==> src/mccs_cfg.svh <==
// Offsets, field positions and reset values of the clock select register block.
// Assumes a 12-bit APB byte address with word-aligned registers.
`ifndef MCCS_CFG_SVH
`define MCCS_CFG_SVH

`define MCCS_OFS_MAIN_CLOCK_CONTROL 12'h000
`define MCCS_OFS_CPU_CLOCK_SELECT 12'h004
`define MCCS_OFS_HIGHSPEED_BUS_CLOCK_SELECT 12'h008
`define MCCS_OFS_PERIPH_BUS_A_CLOCK_SELECT 12'h00c
`define MCCS_OFS_PERIPH_BUS_B_CLOCK_SELECT 12'h010
`define MCCS_OFS_PROCESSOR_CLOCK_GATE 12'h020
`define MCCS_OFS_HIGHSPEED_BUS_CLOCK_GATE 12'h024
`define MCCS_OFS_PERIPH_BUS_A_CLOCK_GATE 12'h028
`define MCCS_OFS_PERIPH_BUS_B_CLOCK_GATE 12'h02c
`define MCCS_OFS_DIVIDED_CLOCK_GATE 12'h040
`define MCCS_OFS_CLOCK_FAILURE_CONTROL 12'h054
`define MCCS_OFS_WRITE_LOCK_KEY 12'h058
`define MCCS_OFS_IRQ_ENABLE_SET 12'h0c0
`define MCCS_OFS_IRQ_ENABLE_CLEAR 12'h0c4
`define MCCS_OFS_IRQ_ENABLED_VIEW 12'h0c8
`define MCCS_OFS_IRQ_PENDING 12'h0cc
`define MCCS_OFS_IRQ_PENDING_CLEAR 12'h0d0
`define MCCS_OFS_MANAGER_STATUS 12'h0d4
`define MCCS_OFS_PERIPHERAL_POWER_CONTROL 12'h160
`define MCCS_OFS_LAST_RESET_SOURCE 12'h180
`define MCCS_OFS_LAST_WAKE_SOURCE 12'h184
`define MCCS_OFS_ASYNC_WAKE_ENABLE 12'h188
`define MCCS_OFS_BUILD_CONFIGURATION 12'h3f8
`define MCCS_OFS_MODULE_REVISION 12'h3fc

`define MCCS_MAIN_SRC_MSB 2
`define MCCS_DIV_EN_BIT 7
`define MCCS_DIV_EXP_MSB 2
`define MCCS_STAT_FAIL_BIT 0
`define MCCS_STAT_RDY_BIT 5
`define MCCS_IRQ_IMPL 32'h00000021
`define MCCS_FAIL_EN_BIT 0
`define MCCS_FAIL_LOCK_BIT 31

`define MCCS_RST_PROCESSOR_CLOCK_GATE 32'h00010001
`define MCCS_RST_HIGHSPEED_BUS_CLOCK_GATE 32'h0000007f
`define MCCS_RST_PERIPH_BUS_A_CLOCK_GATE 32'h00ffffff
`define MCCS_RST_PERIPH_BUS_B_CLOCK_GATE 32'h0000000f
`define MCCS_RST_DIVIDED_CLOCK_GATE 7'h7f
`define MCCS_RST_PERIPHERAL_POWER_CONTROL 32'h000001fa
`define MCCS_RST_BUILD_CONFIGURATION 32'h00000043

`endif

==> src/mccs_pkg.sv <==
// Types shared by the clock select register block.
// Assumes mccs_cfg.svh supplies the numeric constants.
package mccs_pkg;

    typedef enum logic [2:0] {
        MCCS_SRC_SYSTEM_RC_OSC = 3'b000,
        MCCS_SRC_CRYSTAL_OSC_ZERO = 3'b001,
        MCCS_SRC_DIGITAL_FREQ_LOCKED_LOOP = 3'b010,
        MCCS_SRC_FAST_RC_OSC = 3'b011
    } mccs_src_t;

    typedef struct packed {
        logic [11:0] paddr;
        logic pwrite;
        logic [31:0] pwdata;
        logic psel;
        logic penable;
    } mccs_apb_req_t;

    typedef struct packed {
        logic [2:0] main_source_field;
        logic [3:0] src_onehot;
        logic [3:0] cpu_sel;
        logic [3:0] pba_sel;
        logic [3:0] pbb_sel;
        logic [3:0] cpu_active;
        logic [7:0] div_cnt;
        logic cpu_clk_tick;
        logic pending;
        logic clock_settings_ready;
        logic fail_flag;
        logic [31:0] processor_clock_gate;
        logic [31:0] highspeed_bus_clock_gate;
        logic [31:0] periph_bus_a_clock_gate;
        logic [31:0] periph_bus_b_clock_gate;
        logic [6:0] divided_clock_gate;
        logic fail_en;
        logic fail_lock;
        logic [31:0] peripheral_power_control;
        logic [31:0] async_wake_enable;
        logic [31:0] irq_enabled_view;
        logic [31:0] irq_pending;
        logic [31:0] stat_prev;
        logic [31:0] prdata;
    } mccs_state_t;

endpackage
==> src/mccs_clock_select.sv <==
// Main clock source select, CPU clock divider and power manager register file.
// Assumes an APB master on clk_sys, which also stands for the main clock here.
// What this block does
// - Decode source field into four oscillator choices.
// - Divide enable zero gives undivided CPU clock.
// - Divide enable one divides by two-power exponent+1.
// - CPU select write clears ready until applied.
// - Bus select register mirrors CPU select, read-only.
// - Source field low three bits, reset zero.
// - Peripheral power control resets to 0x1fa.
// - Wake enable register resets to zero.
// - Failure detector control resets to zero.
// - Ready rises when new selects take effect.
// - Pending bit sets on rise, clears by write.
// - Enable/disable masks; interrupt is masked OR.
// - Failure forces source field to system oscillator.
`include "mccs_cfg.svh"

module mccs_clock_select #(
    parameter logic [31:0] MODULE_REVISION = 32'h00000100 // Arbitrary value.
) (
    input wire logic clk_sys,
    input wire logic rst_n,
    input wire mccs_pkg::mccs_apb_req_t apb_req,
    output logic pready,
    output logic pslverr,
    output logic [31:0] prdata,
    input wire logic main_clock_failed,
    input wire logic [31:0] last_reset_source,
    input wire logic [31:0] last_wake_source,
    output logic [2:0] main_source_field,
    output logic [3:0] main_source_onehot,
    output logic cpu_clk_tick,
    output logic clock_settings_ready,
    output logic clock_failure_detect_enable,
    output logic irq
);

    mccs_pkg::mccs_state_t s;
    mccs_pkg::mccs_state_t next_s;

    function automatic logic [3:0] decode_src(input logic [2:0] f);
        unique case (f)
            mccs_pkg::MCCS_SRC_SYSTEM_RC_OSC: decode_src = 4'h1;
            mccs_pkg::MCCS_SRC_CRYSTAL_OSC_ZERO: decode_src = 4'h2;
            mccs_pkg::MCCS_SRC_DIGITAL_FREQ_LOCKED_LOOP: decode_src = 4'h4;
            mccs_pkg::MCCS_SRC_FAST_RC_OSC: decode_src = 4'h8;
            default: decode_src = 4'h0;
        endcase
    endfunction

    // Expands a stored {divide enable, exponent} pair into its register image.
    function automatic logic [31:0] sel_image(input logic [3:0] v);
        sel_image = {24'h000000, v[3], 4'h0, v[2:0]};
    endfunction

    function automatic logic [3:0] sel_field(input logic [31:0] d);
        sel_field = {d[`MCCS_DIV_EN_BIT], d[`MCCS_DIV_EXP_MSB:0]};
    endfunction

    function automatic logic is_mapped(input logic [11:0] a);
        if (a[1:0] != 2'b00) begin
            is_mapped = 1'b0;
        end else begin
            unique case (a)
                `MCCS_OFS_MAIN_CLOCK_CONTROL, `MCCS_OFS_CPU_CLOCK_SELECT,
                `MCCS_OFS_HIGHSPEED_BUS_CLOCK_SELECT, `MCCS_OFS_PERIPH_BUS_A_CLOCK_SELECT,
                `MCCS_OFS_PERIPH_BUS_B_CLOCK_SELECT, `MCCS_OFS_PROCESSOR_CLOCK_GATE,
                `MCCS_OFS_HIGHSPEED_BUS_CLOCK_GATE, `MCCS_OFS_PERIPH_BUS_A_CLOCK_GATE,
                `MCCS_OFS_PERIPH_BUS_B_CLOCK_GATE, `MCCS_OFS_DIVIDED_CLOCK_GATE,
                `MCCS_OFS_CLOCK_FAILURE_CONTROL, `MCCS_OFS_WRITE_LOCK_KEY,
                `MCCS_OFS_IRQ_ENABLE_SET, `MCCS_OFS_IRQ_ENABLE_CLEAR,
                `MCCS_OFS_IRQ_ENABLED_VIEW, `MCCS_OFS_IRQ_PENDING,
                `MCCS_OFS_IRQ_PENDING_CLEAR, `MCCS_OFS_MANAGER_STATUS,
                `MCCS_OFS_PERIPHERAL_POWER_CONTROL, `MCCS_OFS_LAST_RESET_SOURCE,
                `MCCS_OFS_LAST_WAKE_SOURCE, `MCCS_OFS_ASYNC_WAKE_ENABLE,
                `MCCS_OFS_BUILD_CONFIGURATION, `MCCS_OFS_MODULE_REVISION: is_mapped = 1'b1;
                default: is_mapped = 1'b0;
            endcase
        end
    endfunction

    logic [31:0] status_now;
    logic [31:0] rd_mux;
    logic wr_acc;
    logic rd_setup;
    logic [8:0] period;
    logic [7:0] period_m1;
    logic wrap;

    assign wr_acc = apb_req.psel & apb_req.penable & apb_req.pwrite;
    assign rd_setup = apb_req.psel & ~apb_req.penable & ~apb_req.pwrite;
    assign pready = 1'b1;
    assign pslverr = apb_req.psel & apb_req.penable & ~is_mapped(apb_req.paddr);

    always_comb begin
        status_now = 32'h00000000;
        status_now[`MCCS_STAT_FAIL_BIT] = s.fail_flag;
        status_now[`MCCS_STAT_RDY_BIT] = s.clock_settings_ready;
    end

    // Write-only and reserved locations read as zero.
    always_comb begin
        rd_mux = 32'h00000000;
        if (is_mapped(apb_req.paddr)) begin
            unique case (apb_req.paddr)
                `MCCS_OFS_MAIN_CLOCK_CONTROL: rd_mux = {29'h0, s.main_source_field};
                `MCCS_OFS_CPU_CLOCK_SELECT: rd_mux = sel_image(s.cpu_sel);
                `MCCS_OFS_HIGHSPEED_BUS_CLOCK_SELECT: rd_mux = sel_image(s.cpu_sel);
                `MCCS_OFS_PERIPH_BUS_A_CLOCK_SELECT: rd_mux = sel_image(s.pba_sel);
                `MCCS_OFS_PERIPH_BUS_B_CLOCK_SELECT: rd_mux = sel_image(s.pbb_sel);
                `MCCS_OFS_PROCESSOR_CLOCK_GATE: rd_mux = s.processor_clock_gate;
                `MCCS_OFS_HIGHSPEED_BUS_CLOCK_GATE: rd_mux = s.highspeed_bus_clock_gate;
                `MCCS_OFS_PERIPH_BUS_A_CLOCK_GATE: rd_mux = s.periph_bus_a_clock_gate;
                `MCCS_OFS_PERIPH_BUS_B_CLOCK_GATE: rd_mux = s.periph_bus_b_clock_gate;
                `MCCS_OFS_DIVIDED_CLOCK_GATE: rd_mux = {25'h0, s.divided_clock_gate};
                `MCCS_OFS_CLOCK_FAILURE_CONTROL: rd_mux = {s.fail_lock, 30'h0, s.fail_en};
                `MCCS_OFS_IRQ_ENABLED_VIEW: rd_mux = s.irq_enabled_view;
                `MCCS_OFS_IRQ_PENDING: rd_mux = s.irq_pending;
                `MCCS_OFS_MANAGER_STATUS: rd_mux = status_now;
                `MCCS_OFS_PERIPHERAL_POWER_CONTROL: rd_mux = s.peripheral_power_control;
                `MCCS_OFS_LAST_RESET_SOURCE: rd_mux = last_reset_source;
                `MCCS_OFS_LAST_WAKE_SOURCE: rd_mux = last_wake_source;
                `MCCS_OFS_ASYNC_WAKE_ENABLE: rd_mux = s.async_wake_enable;
                `MCCS_OFS_BUILD_CONFIGURATION: rd_mux = `MCCS_RST_BUILD_CONFIGURATION;
                `MCCS_OFS_MODULE_REVISION: rd_mux = MODULE_REVISION;
                default: rd_mux = 32'h00000000;
            endcase
        end
    end

    // The divider runs off the applied setting, never the freshly written one.
    always_comb begin
        period = 9'h002 << s.cpu_active[2:0];
        period_m1 = s.cpu_active[3] ? 8'(period - 9'h001) : 8'h00;
        wrap = (s.div_cnt >= period_m1);
    end

    always_comb begin
        next_s = s;
        next_s.cpu_clk_tick = wrap;
        next_s.div_cnt = wrap ? 8'h00 : 8'(s.div_cnt + 8'h01);
        // A new select is applied only at a period boundary to avoid a short pulse.
        if (s.pending && wrap) begin
            next_s.cpu_active = s.cpu_sel;
            next_s.pending = 1'b0;
            next_s.clock_settings_ready = 1'b1;
        end
        if (rd_setup) begin
            next_s.prdata = rd_mux;
        end
        if (wr_acc) begin
            unique case (apb_req.paddr)
                `MCCS_OFS_MAIN_CLOCK_CONTROL: begin
                    next_s.main_source_field = apb_req.pwdata[`MCCS_MAIN_SRC_MSB:0];
                    next_s.fail_flag = 1'b0;
                end
                `MCCS_OFS_CPU_CLOCK_SELECT: begin
                    next_s.cpu_sel = sel_field(apb_req.pwdata);
                    next_s.pending = 1'b1;
                    next_s.clock_settings_ready = 1'b0;
                end
                `MCCS_OFS_PERIPH_BUS_A_CLOCK_SELECT: begin
                    next_s.pba_sel = sel_field(apb_req.pwdata);
                    next_s.pending = 1'b1;
                    next_s.clock_settings_ready = 1'b0;
                end
                `MCCS_OFS_PERIPH_BUS_B_CLOCK_SELECT: begin
                    next_s.pbb_sel = sel_field(apb_req.pwdata);
                    next_s.pending = 1'b1;
                    next_s.clock_settings_ready = 1'b0;
                end
                `MCCS_OFS_PROCESSOR_CLOCK_GATE: next_s.processor_clock_gate = apb_req.pwdata;
                `MCCS_OFS_HIGHSPEED_BUS_CLOCK_GATE: begin
                    next_s.highspeed_bus_clock_gate = apb_req.pwdata;
                end
                `MCCS_OFS_PERIPH_BUS_A_CLOCK_GATE: next_s.periph_bus_a_clock_gate = apb_req.pwdata;
                `MCCS_OFS_PERIPH_BUS_B_CLOCK_GATE: next_s.periph_bus_b_clock_gate = apb_req.pwdata;
                `MCCS_OFS_DIVIDED_CLOCK_GATE: next_s.divided_clock_gate = apb_req.pwdata[6:0];
                `MCCS_OFS_CLOCK_FAILURE_CONTROL: begin
                    // Once the store-final bit is set the register is frozen.
                    if (!s.fail_lock) begin
                        next_s.fail_en = apb_req.pwdata[`MCCS_FAIL_EN_BIT];
                        next_s.fail_lock = apb_req.pwdata[`MCCS_FAIL_LOCK_BIT];
                    end
                end
                `MCCS_OFS_IRQ_ENABLE_SET: begin
                    next_s.irq_enabled_view = s.irq_enabled_view
                        | (apb_req.pwdata & `MCCS_IRQ_IMPL);
                end
                `MCCS_OFS_IRQ_ENABLE_CLEAR: begin
                    next_s.irq_enabled_view = s.irq_enabled_view & ~apb_req.pwdata;
                end
                `MCCS_OFS_PERIPHERAL_POWER_CONTROL: begin
                    next_s.peripheral_power_control = apb_req.pwdata;
                end
                `MCCS_OFS_ASYNC_WAKE_ENABLE: next_s.async_wake_enable = apb_req.pwdata;
                default: begin
                end
            endcase
        end
        // A failure overrides a simultaneous software write of the source field unless the field already holds the system oscillator.
        if (s.fail_en && main_clock_failed
                && (s.main_source_field != mccs_pkg::MCCS_SRC_SYSTEM_RC_OSC)) begin
            next_s.main_source_field = mccs_pkg::MCCS_SRC_SYSTEM_RC_OSC;
            next_s.fail_flag = 1'b1;
        end
        next_s.src_onehot = decode_src(next_s.main_source_field);
        // A rising status bit sets its pending bit even in a clearing cycle.
        next_s.stat_prev = status_now;
        next_s.irq_pending = s.irq_pending;
        if (wr_acc && (apb_req.paddr == `MCCS_OFS_IRQ_PENDING_CLEAR)) begin
            next_s.irq_pending = s.irq_pending & ~apb_req.pwdata;
        end
        next_s.irq_pending = next_s.irq_pending | (status_now & ~s.stat_prev);
    end

    always_ff @(posedge clk_sys or negedge rst_n) begin
        if (!rst_n) begin
            s <= '0;
            s.src_onehot <= 4'h1;
            s.cpu_clk_tick <= 1'b1;
            s.clock_settings_ready <= 1'b1;
            s.stat_prev <= 32'h00000020;
            s.processor_clock_gate <= `MCCS_RST_PROCESSOR_CLOCK_GATE;
            s.highspeed_bus_clock_gate <= `MCCS_RST_HIGHSPEED_BUS_CLOCK_GATE;
            s.periph_bus_a_clock_gate <= `MCCS_RST_PERIPH_BUS_A_CLOCK_GATE;
            s.periph_bus_b_clock_gate <= `MCCS_RST_PERIPH_BUS_B_CLOCK_GATE;
            s.divided_clock_gate <= `MCCS_RST_DIVIDED_CLOCK_GATE;
            s.peripheral_power_control <= `MCCS_RST_PERIPHERAL_POWER_CONTROL;
        end else begin
            s <= next_s;
        end
    end

    assign prdata = s.prdata;
    assign main_source_field = s.main_source_field;
    assign main_source_onehot = s.src_onehot;
    assign cpu_clk_tick = s.cpu_clk_tick;
    assign clock_settings_ready = s.clock_settings_ready;
    assign clock_failure_detect_enable = s.fail_en;
    assign irq = |(s.irq_pending & s.irq_enabled_view);
endmodule

==> config.mk <==
export PLATFORM = sky130hd
export DESIGN_NAME = mccs_clock_select
export DESIGN_NICKNAME = d
export VERILOG_FILES = /design/src/mccs_pkg.sv /design/src/mccs_clock_select.sv
export VERILOG_INCLUDE_DIRS = /design/src
export SDC_FILE = /design/constraint.sdc
export NUM_CORES = 1
export LEC_CHECK = 0
export BUFFER_PORTS_ARGS = -buffer_cell sky130_fd_sc_hd__buf_2
export CAP_MARGIN = 20
export CELL_PAD_IN_SITES_DETAIL_PLACEMENT = 1
export CELL_PAD_IN_SITES_GLOBAL_PLACEMENT = 1
export CORE_MARGIN = 3
export CORE_UTILIZATION = 52
export CTS_CLUSTER_SIZE = 8
export DETAILED_ROUTE_END_ITERATION = 6
export GPL_TIMING_DRIVEN = 0
export PLACE_DENSITY_LB_ADDON = 0.1
export SYNTH_ARGS = -nofsm -noshare
export SYNTH_HDL_FRONTEND = slang
export SYNTH_SLANG_ARGS = --single-unit
==> constraint.sdc <==
create_clock -name clk_sys -period 8.3 [get_ports clk_sys]
set_input_delay 0 -clock clk_sys [delete_from_list [all_inputs] [get_ports clk_sys]]
set_output_delay 0 -clock clk_sys [all_outputs]
set_load 0.01 [all_outputs]
==> flow_summary.yaml, run 1 <==
critical_path:
  cp_common_cell: "dlygate4sd3_1"
  setup.worst_path.class: "in2reg"
  crit_chain: "dlygate4sd3_1 > buf_2 > nor4b_2 > nand2_1 > nor2_1 > clkbuf_1 > a221oi_1 > dlygate4sd3_1 > a31oi_1"
  cp_slowest_cell: "clkbuf_1"
  worst-r2r-cell-count: 13
  crit_required_ns: 8.76
  cp-start-kind: "input pin"
  end_kind: "flop"
  crit_path_max_incr_delay_ns: 0.93
  cp.arrival_ns: 4.35
  cp_max_fo: 10
cts:
  cts_root_buffer: "clkbuf_16"
  clk_pin_slew_ns: 0.05
  cts_tree: "done"
  max-clock-path-buffers: 3
  h-tree-depth: 2
  cts_setup_buffers: 0
  cts_sinks: 334
  cts_buffers: 47
  clk-insertion-delay-late_ns: 0.55
place:
  dp_hpwl_um: 42500
  port_buffers: 156
  place_inst: 1845
  globalplace.congestion: 0.940
logic_synthesis:
  synthArstFlopShare: 1.00
  synth_nets: 1419
  ys_seq_area_frac: 0.535
  yosysTopAreaCell: "dfrtp_1"
  syn_area_um2: 15800
  ys_warn_count: 0
  synth_edf_count: 0
  synth_most_common_cell: "dfrtp_1"
  synthFlopType: "dfrtp_1"
  synth.top_cell.area_share: 0.443
  yosys-top-cells-area: "dfrtp_1, mux2_2, dfstp_2"
  synth.avg_cell_area_um2: 12.2
  synthTopCellsByCount: "dfrtp_1, mux2_2, a22oi_1"
  ys_ff_latch: 334
  syn_inst: 1295
  ys_types: 74
grt:
  antenna_found_initial: 3
  first_global_vias: 14500
  grtUsageTotal: 0.392
  grt_first_pass_wirelength_um: 95100
  grt_max_degree: 103
  gr-total-overflow: 0
die:
  chipHeight_um: 180
  core_um2: 29700
  initial_core_util: 0.530
  num_rows: 63
  die_area_um2: 32400
  ios: 159
  die_x_um: 180
power:
  power_density_nw_per_um2: 197
  ir_drop_v: 0.000187
  leakage_nw: 8.81
status:
  outcome: "finished with violations"
  violations: "hold timing"
timing:
  rsz0062_at_grt: "false"
  relSlewSlack: 0.132
  slew_violations: 0
  tns_ns: 0
  finClkSkew_ns: 0.0228
  setup_violations: 0
  hold_viol: 1
  period_needed_ns: 3.90
  worst_slew_pin_slew_ns: 1.30
  fmax_ghz: 0.257
  fin_crit_sh: 0.469
  whs_ns: -0.00359
layout:
  nets: 1698
  fin_cells: 2000
  syn_to_final_growth_pct: 21.7
  drive_above_1_share: 0.349
routing:
  wl_um: 64800
  drc: 0
  wl_per_cell_um: 32.4
  dr.pass1.iters: 6
  vias_per_cell: 6.75
  num_vias: 13500
  ant_nets: 0
  drt_iter0_markers: 1420
flow_run:
  drv_cap: 0
min_path:
  holdCritPathClass: "in2reg"
  hold_path_depth: 4
[critical path: cells and delay by family]
kind,cells,cell delay (ns)
AOI/OAI and AO/OA,2,0.40
buffers and inverters,4,2.28
and+or+nand+nor,3,1.65
[layout make-up]
type,instances,area (um^2)
Antenna cell,1,2.50
Timing Repair Buffer,230,1580
Clock inverter,2,25.0
Fill cell,3050,10500
Tap cell,390,488
Inverter,8,30.0
Sequential cell,334,8430
Clock buffer,82,1330
Multi-Input combinational cell,829,6630
Buffer,124,673
[registers in the layout, summed over array words and instances (netlist names), named ones only]
name                         count
main_source_onehot               4
next_s                           1
s                              259
main_source_field                3
prdata                          32
clock_settings_ready             1
cpu_clk_tick                     1
clock_failure_detect_enable      1
[power by group]
| group | switching [mW] | internal (mW) | total (mW) | leakage (nW) |
|---|---|---|---|---|
| clock | 0.736 | 1.07 | 1.81 | 0.643 |
| sequential | 0.0187 | 1.66 | 1.68 | 4.39 |
| combinational | 0.176 | 0.123 | 0.298 | 3.77 |
| total | 0.930 | 2.85 | 3.78 | 8.81 |
[metal layers]
layer	vias up	global-route usage	wire length, um
met2	787	0.620	29800
met3	230	0.108	6400
met4	2	0.190	3680
met5	-	0.00889	41
met1	7018	0.501	24900
li1	5464	-	-
[logic make-up after synthesis]
| group | Yosys count | share of synthesized area |
|---|---|---|
| AO/OA/AOI/OAI | 355 | 0.166 |
| XOR/XNOR | 8 | 0.00445 |
| adder cells (fa/ha/maj) | 10 | 0.00794 |
| buffers and inverters | 132 | 0.0446 |
| flip-flops | 334 | 0.535 |
| multiplexers | 233 | 0.166 |
| other | 1 | 0.000238 |
| AND/OR/NAND/NOR | 222 | 0.0766 |
[through the flow]
| stage | worst slack [ns] | power [mW] | cell area [um^2] | hold slack (ns) | util |
|---|---|---|---|---|---|
| final | 4.40 | 3.78 | 19200 | -0.00359 | 0.645 |
| after CTS | 4.64 | 3.78 | 19100 | 0.00184 | 0.644 |
| after floorplan | 5.15 | 1.81 | 15800 | -0.296 | - |
| after global placement | 0.795 | 1.95 | 17000 | 0.259 | 0.573 |
| after detailed placement | 4.60 | 1.96 | 17100 | -0.0150 | 0.576 |
| after global routing | 4.44 | 3.88 | 19200 | 0.0538 | 0.645 |
[repair_timing]
| item | in CTS | in global routing |
|---|---|---|
| endpoints found under the hold margin | 475 | 0 |
| hold buffers | 67 | 0 |
| gates resized for setup | 0 | 0 |
[final timing paths]
| kind | start | endpoint | slack, ns |
|---|---|---|---|
| max in group asynchronous | rst_n | s[244] | 7.00 |
| min | last_reset_source[13] | prdata[13] | -0.004 |
| min in group asynchronous | rst_n | s[94] | 0.01 |
| max reg2reg | s[343] | s[342] | 4.67 |
| min reg2reg | clock_settings_ready | s[37] | 0.40 |
| max | apb_req[46] | prdata[14] | 4.40 |
[cell usage in the layout (no fill, tap or decap), types with 34 or more instances in the layout]
| cell type | n |
|---|---|
| clkbuf_1 | 69 |
| a22oi_1 | 89 |
| dfrtp_1 | 279 |
| buf_2 | 195 |
| mux2_1 | 36 |
| a21oi_1 | 34 |
| clkbuf_16 | 48 |
| a21boi_0 | 59 |
| dlygate4sd3_1 | 67 |
| mux2_2 | 188 |
| buf_4 | 42 |
| dfstp_2 | 55 |
| nor2_1 | 66 |
| nand2_1 | 46 |
No activity file was read; power rests on OpenSTA's default activity.
==> run 2, diff against run 1 <==
--- a/config.mk
+++ b/config.mk
@@ -6,12 +6,13 @@
 export SDC_FILE = /design/constraint.sdc
 export NUM_CORES = 1
 export LEC_CHECK = 0
+export ABC_AREA = 1
 export BUFFER_PORTS_ARGS = -buffer_cell sky130_fd_sc_hd__buf_2
 export CAP_MARGIN = 20
 export CELL_PAD_IN_SITES_DETAIL_PLACEMENT = 1
 export CELL_PAD_IN_SITES_GLOBAL_PLACEMENT = 1
 export CORE_MARGIN = 3
-export CORE_UTILIZATION = 52
+export CORE_UTILIZATION = 44
 export CTS_CLUSTER_SIZE = 8
 export DETAILED_ROUTE_END_ITERATION = 6
 export GPL_TIMING_DRIVEN = 0
==> constraint.sdc (replaced) <==
create_clock -name clk_sys -period 4 [get_ports clk_sys]
set_input_delay 0 -clock clk_sys [delete_from_list [all_inputs] [get_ports clk_sys]]
set_output_delay 0 -clock clk_sys [all_outputs]
set_load 0.01 [all_outputs]
==> run 2 against run 1 <==
Against the previous run: the run now ends clean; die area is 20% higher; flip-flop and latch count did not move; clock-buffer cell count up 1; utilization is 8.9 points lower; total power rose by 99%; combinational power is 7.0% higher; critical path type is now reg2reg; largest cell class unchanged.
==> flow_summary.yaml, run 2 <==
layout:
  multi_input_area_um2: 6330
  final_common_cell: "nand2_1"
  syn_to_final_growth_pct: 23.9
  layout_common_cells: "nand2_1, dfrtp_1, o21ai_0"
  n_fill_cell: 4432
  seqCellArea_um2: 8430
  largest_reg_flops: 259
  top_register: "s"
  drive_above_1_share: 0.167
  nets: 2441
timing:
  slew_violations: 0
  relSlewSlack: 0.351
  rsz0062_at_grt: "false"
  setup_violations: 0
  fin_crit_sh: 0.792
  fmax_ghz: 0.316
  whs_ns: 0.0243
  finClkSkew_ns: 0.00867
  hold_viol: 0
  period_needed_ns: 3.17
  worst_slew_pin_slew_ns: 0.973
logic_synthesis:
  ys_seq_area_frac: 0.525
  synth.avg_cell_area_um2: 7.99
  ys_types: 43
  ys_warn_count: 0
  synthTopCellsByCount: "nand2_1, dfrtp_1, o21ai_0"
  synthArstFlopShare: 1.00
  synth_nets: 2133
  synth_edf_count: 0
  synthFlopType: "dfrtp_1"
  syn_inst: 2009
  yosysTopAreaCell: "dfrtp_1"
  yosys-top-cells-area: "dfrtp_1, nand2_1, dfstp_2"
  synth.top_cell.area_share: 0.435
  syn_area_um2: 16100
  synth_most_common_cell: "nand2_1"
  ys_ff_latch: 334
place:
  globalplace.congestion: 0.956
  dp_hpwl_um: 42400
  port_buffers: 157
routing:
  dr.pass1.iters: 5
  wl_per_cell_um: 22.3
  drt_iter0_markers: 1082
  num_vias: 15400
  wl_um: 62600
  ant_nets: 0
  drc: 0
  vias_per_cell: 5.49
power:
  report.power.total_mw: 7.52
  power_density_nw_per_um2: 378
  ir_drop_v: 0.000283
  leakage_nw: 10.2
die:
  die_area_um2: 38800
  ios: 159
  num_rows: 69
  core_um2: 35700
  die_x_um: 197
  chipHeight_um: 197
  initial_core_util: 0.449
cts:
  h-tree-depth: 2
  cts_tree: "done"
  clk-insertion-delay-late_ns: 0.55
  cts_buffers: 47
  cts_root_buffer: "clkbuf_16"
  cts_setup_buffers: 0
  clk_pin_slew_ns: 0.06
  cts_sinks: 334
  max-clock-path-buffers: 3
critical_path:
  crit_chain: "clkbuf_1 > inv_1 > nand3_1 > ha_1 > o21ai_0 > o21ai_0 > o311ai_0 > ha_1 > nand2_1 > nor2_1 > nand4_1 > nand3_1 > nand2_1 > o21ai_0"
  crit_start: "s[343]"
  cp_common_cell: "o21ai_0"
  cp.arrival_ns: 3.62
  cp_max_fo: 9
  cp_slowest_cell: "ha_1"
  setup.worst_path.class: "reg2reg"
  end_kind: "flop"
  timing.rr.start: "s[343]"
  cp-start-kind: "flop"
  crit_required_ns: 4.45
  crit_path_max_incr_delay_ns: 0.35
min_path:
  hp-start: "last_wake_source[10]"
  holdCritPathClass: "in2reg"
flow_run:
  drv_cap: 0
grt:
  grtUsageTotal: 0.323
  grt_first_pass_wirelength_um: 96100
  first_global_vias: 16600
  grt_max_degree: 120
  antenna_found_initial: 0
  gr-total-overflow: 0
status:
  outcome: "completed"
[run 2: what timing repair did]
action                    4_1_cts  5_1_grt
hold buffers                   97        0
hold endpoints to repair      484        0
gates resized for setup         0        0
[run 2: cell type report]
class                   instances  share of cell area
repair buffers                259              0.0943
plain buffers                 128              0.0376
clock inverters                 1             0.00101
flip-flops and latches        334               0.424
diodes                          1            0.000126
well taps                     461              0.0290
multi-input cells            1400               0.318
clock buffers                  83              0.0686
inverters                     147              0.0277
[run 2: stage by stage]
step	util	setup TNS, ns	instances	worst slack, ns	area [um^2]
after floorplan	-	0	2009	1.62	16100
after global placement	0.487	-1091.13	2627	-3.65	17400
after detailed placement	0.490	0	2632	0.874	17500
after CTS	0.556	0	2813	0.825	19900
after global routing	0.556	0	2813	0.402	19900
final	0.557	0	2814	0.832	19900
[run 2: power by group]
part / total [mW] / internal [mW] / switching [mW]
Combinational: 0.319 / 0.108 / 0.211
Clock: 3.81 / 2.29 / 1.52
Sequential: 3.39 / 3.39 / 0.00252
[run 2: routing by layer]
| metal | vias to the layer above | track usage | routed length, um |
|---|---|---|---|
| li1 | 7049 | - | - |
| met1 | 7703 | 0.430 | 26700 |
| met2 | 541 | 0.536 | 29500 |
| met3 | 144 | 0.0627 | 4290 |
| met4 | 0 | 0.109 | 2210 |
| met5 | - | 0 | 0 |
[run 2: worst max-delay path: cells and delay by family, from the launching register on]
family / cells / cell delay (ns)
adder cells (fa/ha/maj): 2 / 0.56
AND/OR/NAND/NOR: 6 / 1.06
flip-flops: 1 / 0.32
AO/OA/AOI/OAI: 4 / 0.75
buffers and inverters: 2 / 0.38
[run 2: logic make-up (layout without fill, tap and decap cells)]
group           Yosys count  in the layout  synth area share
buf+inv                 275            618            0.0809
fa+ha+maj                10             10           0.00779
flops                   334            334             0.525
other cells               1              2          0.000234
simple gates           1057           1057             0.275
xor+xnor                  2              2           0.00109
compound gates          330            330             0.110
[run 2: final timing paths]
kind / end / slack (ns) / cells past startpoint
min: prdata[10] / 0.02 / 7
max reg2reg: s[343] / 0.83 / 14
max in group asynchronous: s[80] / 2.35 / 5
min in group asynchronous: s[275] / 0.50 / 3
max: s[343] / 0.83 / 14
min reg2reg: s[37] / 0.39 / 0
==> run 3, diff against run 2 <==
--- a/config.mk
+++ b/config.mk
@@ -12,7 +12,7 @@
 export CELL_PAD_IN_SITES_DETAIL_PLACEMENT = 1
 export CELL_PAD_IN_SITES_GLOBAL_PLACEMENT = 1
 export CORE_MARGIN = 3
-export CORE_UTILIZATION = 44
+export CORE_UTILIZATION = 40
 export CTS_CLUSTER_SIZE = 8
 export DETAILED_ROUTE_END_ITERATION = 6
 export GPL_TIMING_DRIVEN = 0
==> constraint.sdc (replaced) <==
create_clock -name clk_sys -period 2.75 [get_ports clk_sys]
set_input_delay 0 -clock clk_sys [delete_from_list [all_inputs] [get_ports clk_sys]]
set_output_delay 0 -clock clk_sys [all_outputs]
set_load 0.01 [all_outputs]
==> run 3 against run 2 <==
Against the previous run: sequential power rose by 46%; utilization is 5.1 points lower; non-clock buffer count shrank 14; via count fell by 2.4%; largest cell class unchanged; clock-buffer cell count up 3; hold slack better by 0.023 ns; critical path type is now in2reg; final cell count grew 1.6%; clock power is 46% higher.
==> flow_summary.yaml, run 3 (synthesis gave the netlist of run 2 again) <==
status:
  outcome: "completed"
layout:
  layout_common_cells: "nand2_1, dfrtp_1, o21ai_0"
  largest_reg_flops: 259
  insertedDiodeCount: 0
  nets: 2427
  final_common_cell: "nand2_1"
  utilization: 0.506
  top_register: "s"
  fin_cells: 2859
  syn_to_final_growth_pct: 23.5
  drive_above_1_share: 0.169
timing:
  worst_slack_ns: 0.122
  setup_violations: 0
  hold_viol: 0
  rsz0062_at_grt: "false"
  slew_violations: 0
  finClkSkew_ns: 0.0123
  whs_ns: 0.0471
  worst_slew_pin_slew_ns: 0.955
  period_needed_ns: 2.63
  fin_crit_sh: 0.956
  fmax_ghz: 0.381
  relSlewSlack: 0.363
power:
  sw_frac_of_total: 0.230
  seq_power_share: 0.451
  p_switching_mw: 2.51
  clkPwrFrac: 0.508
  leakage_nw: 10.1
  report.power.total_mw: 10.9
  ir_drop_v: 0.000399
  p_comb_frac: 0.041
  internal_power_mw: 8.42
  power_density_nw_per_um2: 552
place:
  place_inst: 2688
  pre_cts_slack_ns: -0.272
  port_buffers: 157
  dp_hpwl_um: 43400
  globalplace.congestion: 0.933
routing:
  wl_um: 62600
  drc: 0
  dr.pass1.iters: 5
  drt_iter0_markers: 996
  num_vias: 15100
  ant_nets: 0
  wl_per_cell_um: 21.9
  vias_per_cell: 5.27
grt:
  antenna_found_initial: 1
  use_met3: 0.0443
  gr-total-overflow: 0
  grt_util_met2: 0.486
  grt_max_degree: 119
  grt_first_pass_wirelength_um: 95100
  grtUsageTotal: 0.298
  first_global_vias: 15800
  grt.met1_usage: 0.407
  grt_busiest_layer: "met2"
critical_path:
  setup.worst_path.class: "in2reg"
  cp-start-kind: "input pin"
  crit_path_max_incr_delay_ns: 0.57
  cp_max_fo: 10
  cpLargestDelayFamily: "buffers and inverters"
  worst-path-buf-inv: 5
  timing.rr.start: "s[342]"
  rr_endpoint: "s[344]"
  crit_required_ns: 3.25
  r2r_setup_slack_ns: 0.31
  crit_chain: "buf_2 > nor2_1 > nand2_1 > nor2_2 > nand2_1 > inv_2 > buf_4 > nand2_1 > nand2_1 > nor2_1 > dlygate4sd3_1 > nand2_1 > nand2_1 > dlygate4sd3_1 > nand2_1"
  cp.arrival_ns: 3.12
  crit_cells: 15
  end_kind: "flop"
  worst-r2r-cell-count: 13
  cp_slowest_cell: "dlygate4sd3_1"
  cp_common_cell: "nand2_1"
cts:
  clk-insertion-delay-late_ns: 0.56
  cts_tree: "done"
  h-tree-depth: 2
  cts_sinks: 334
  max-clock-path-buffers: 3
  clk_pin_slew_ns: 0.05
  cts_root_buffer: "clkbuf_16"
  cts_buffers: 47
min_path:
  hold_path_depth: 6
  hp-start: "apb_req[1]"
  whs_endpoint: "prdata[31]"
  holdCritPathClass: "in2reg"
die:
  initial_core_util: 0.410
  die_area_um2: 42600
  die_x_um: 206
  num_rows: 72
  chipHeight_um: 206
  ios: 159
  core_um2: 39200
flow_run:
  drv_cap: 0
==> run 3: per-layer routing <==
| layer | vias up | routed length, um | share of wire |
|---|---|---|---|
| met5 | - | 9 | 0.00014 |
| met4 | 2 | 2180 | 0.035 |
| met3 | 119 | 3470 | 0.055 |
| met2 | 406 | 29000 | 0.46 |
| met1 | 7518 | 28000 | 0.45 |
| li1 | 7019 | - | - |
==> run 3: worst max-delay path by stage <==
stage	from	end	slack, ns
after floorplan	s[343]	s[341]	0.37
after global placement	rst_n	prdata[18]	-5.03
after detailed placement	s[343]	s[344]	-0.27
after CTS	s[343]	s[337]	0.1
after global routing	apb_req[40]	prdata[29]	0.02
final	apb_req[40]	prdata[23]	0.12
==> run 3: worst register-to-register path, cell delays in order (launching register included) <==
cell       delay, ns
dfrtp_1         0.41
inv_1           0.15
nand3_1         0.12
ha_1            0.25
inv_1           0.09
o2111ai_1       0.15
ha_1            0.34
nand2_1         0.08
nor2_1          0.16
nand4_1         0.16
nand3_4         0.14
nand2_4         0.10
nand2_1         0.07
o21ai_0         0.08
==> run 3: per-stage QoR <==
step / setup TNS [ns] / area [um^2]
floorplan: 0 / 16100
global placement: -1541.75 / 17500
detailed placement: -1.52 / 17600
CTS: 0 / 19800
global route: 0 / 19800
finish: 0 / 19800
==> run 3: power by group through the flow <==
stage / Sequential [mW] / Clock, mW / Combinational (mW)
detailed placement: 5.01 / 0 / 0.387
floorplan: 5.02 / 0 / 0.106
global route: 4.93 / 5.87 / 0.496
CTS: 4.93 / 5.66 / 0.453
finish: 4.94 / 5.55 / 0.448
global placement: 5.02 / 0 / 0.370
==> run 3: final cells by class <==
class,count,area (um^2)
inverters,147,552
flip-flops and latches,334,8430
plain buffers,127,743
well taps,518,648
clock inverters,1,20.0
multi-input cells,1400,6350
fillers,4839,19400
clock buffers,86,1380
repair buffers,246,1710
==> run 3: repair_timing <==
action / in CTS / in global routing
setup buffers: 0 / 2
gates resized for setup: 3 / 3
hold buffers: 83 / 0
endpoints found under the setup margin: 9 / 8
pin swaps: 0 / 1
endpoints found under the hold margin: 355 / 0
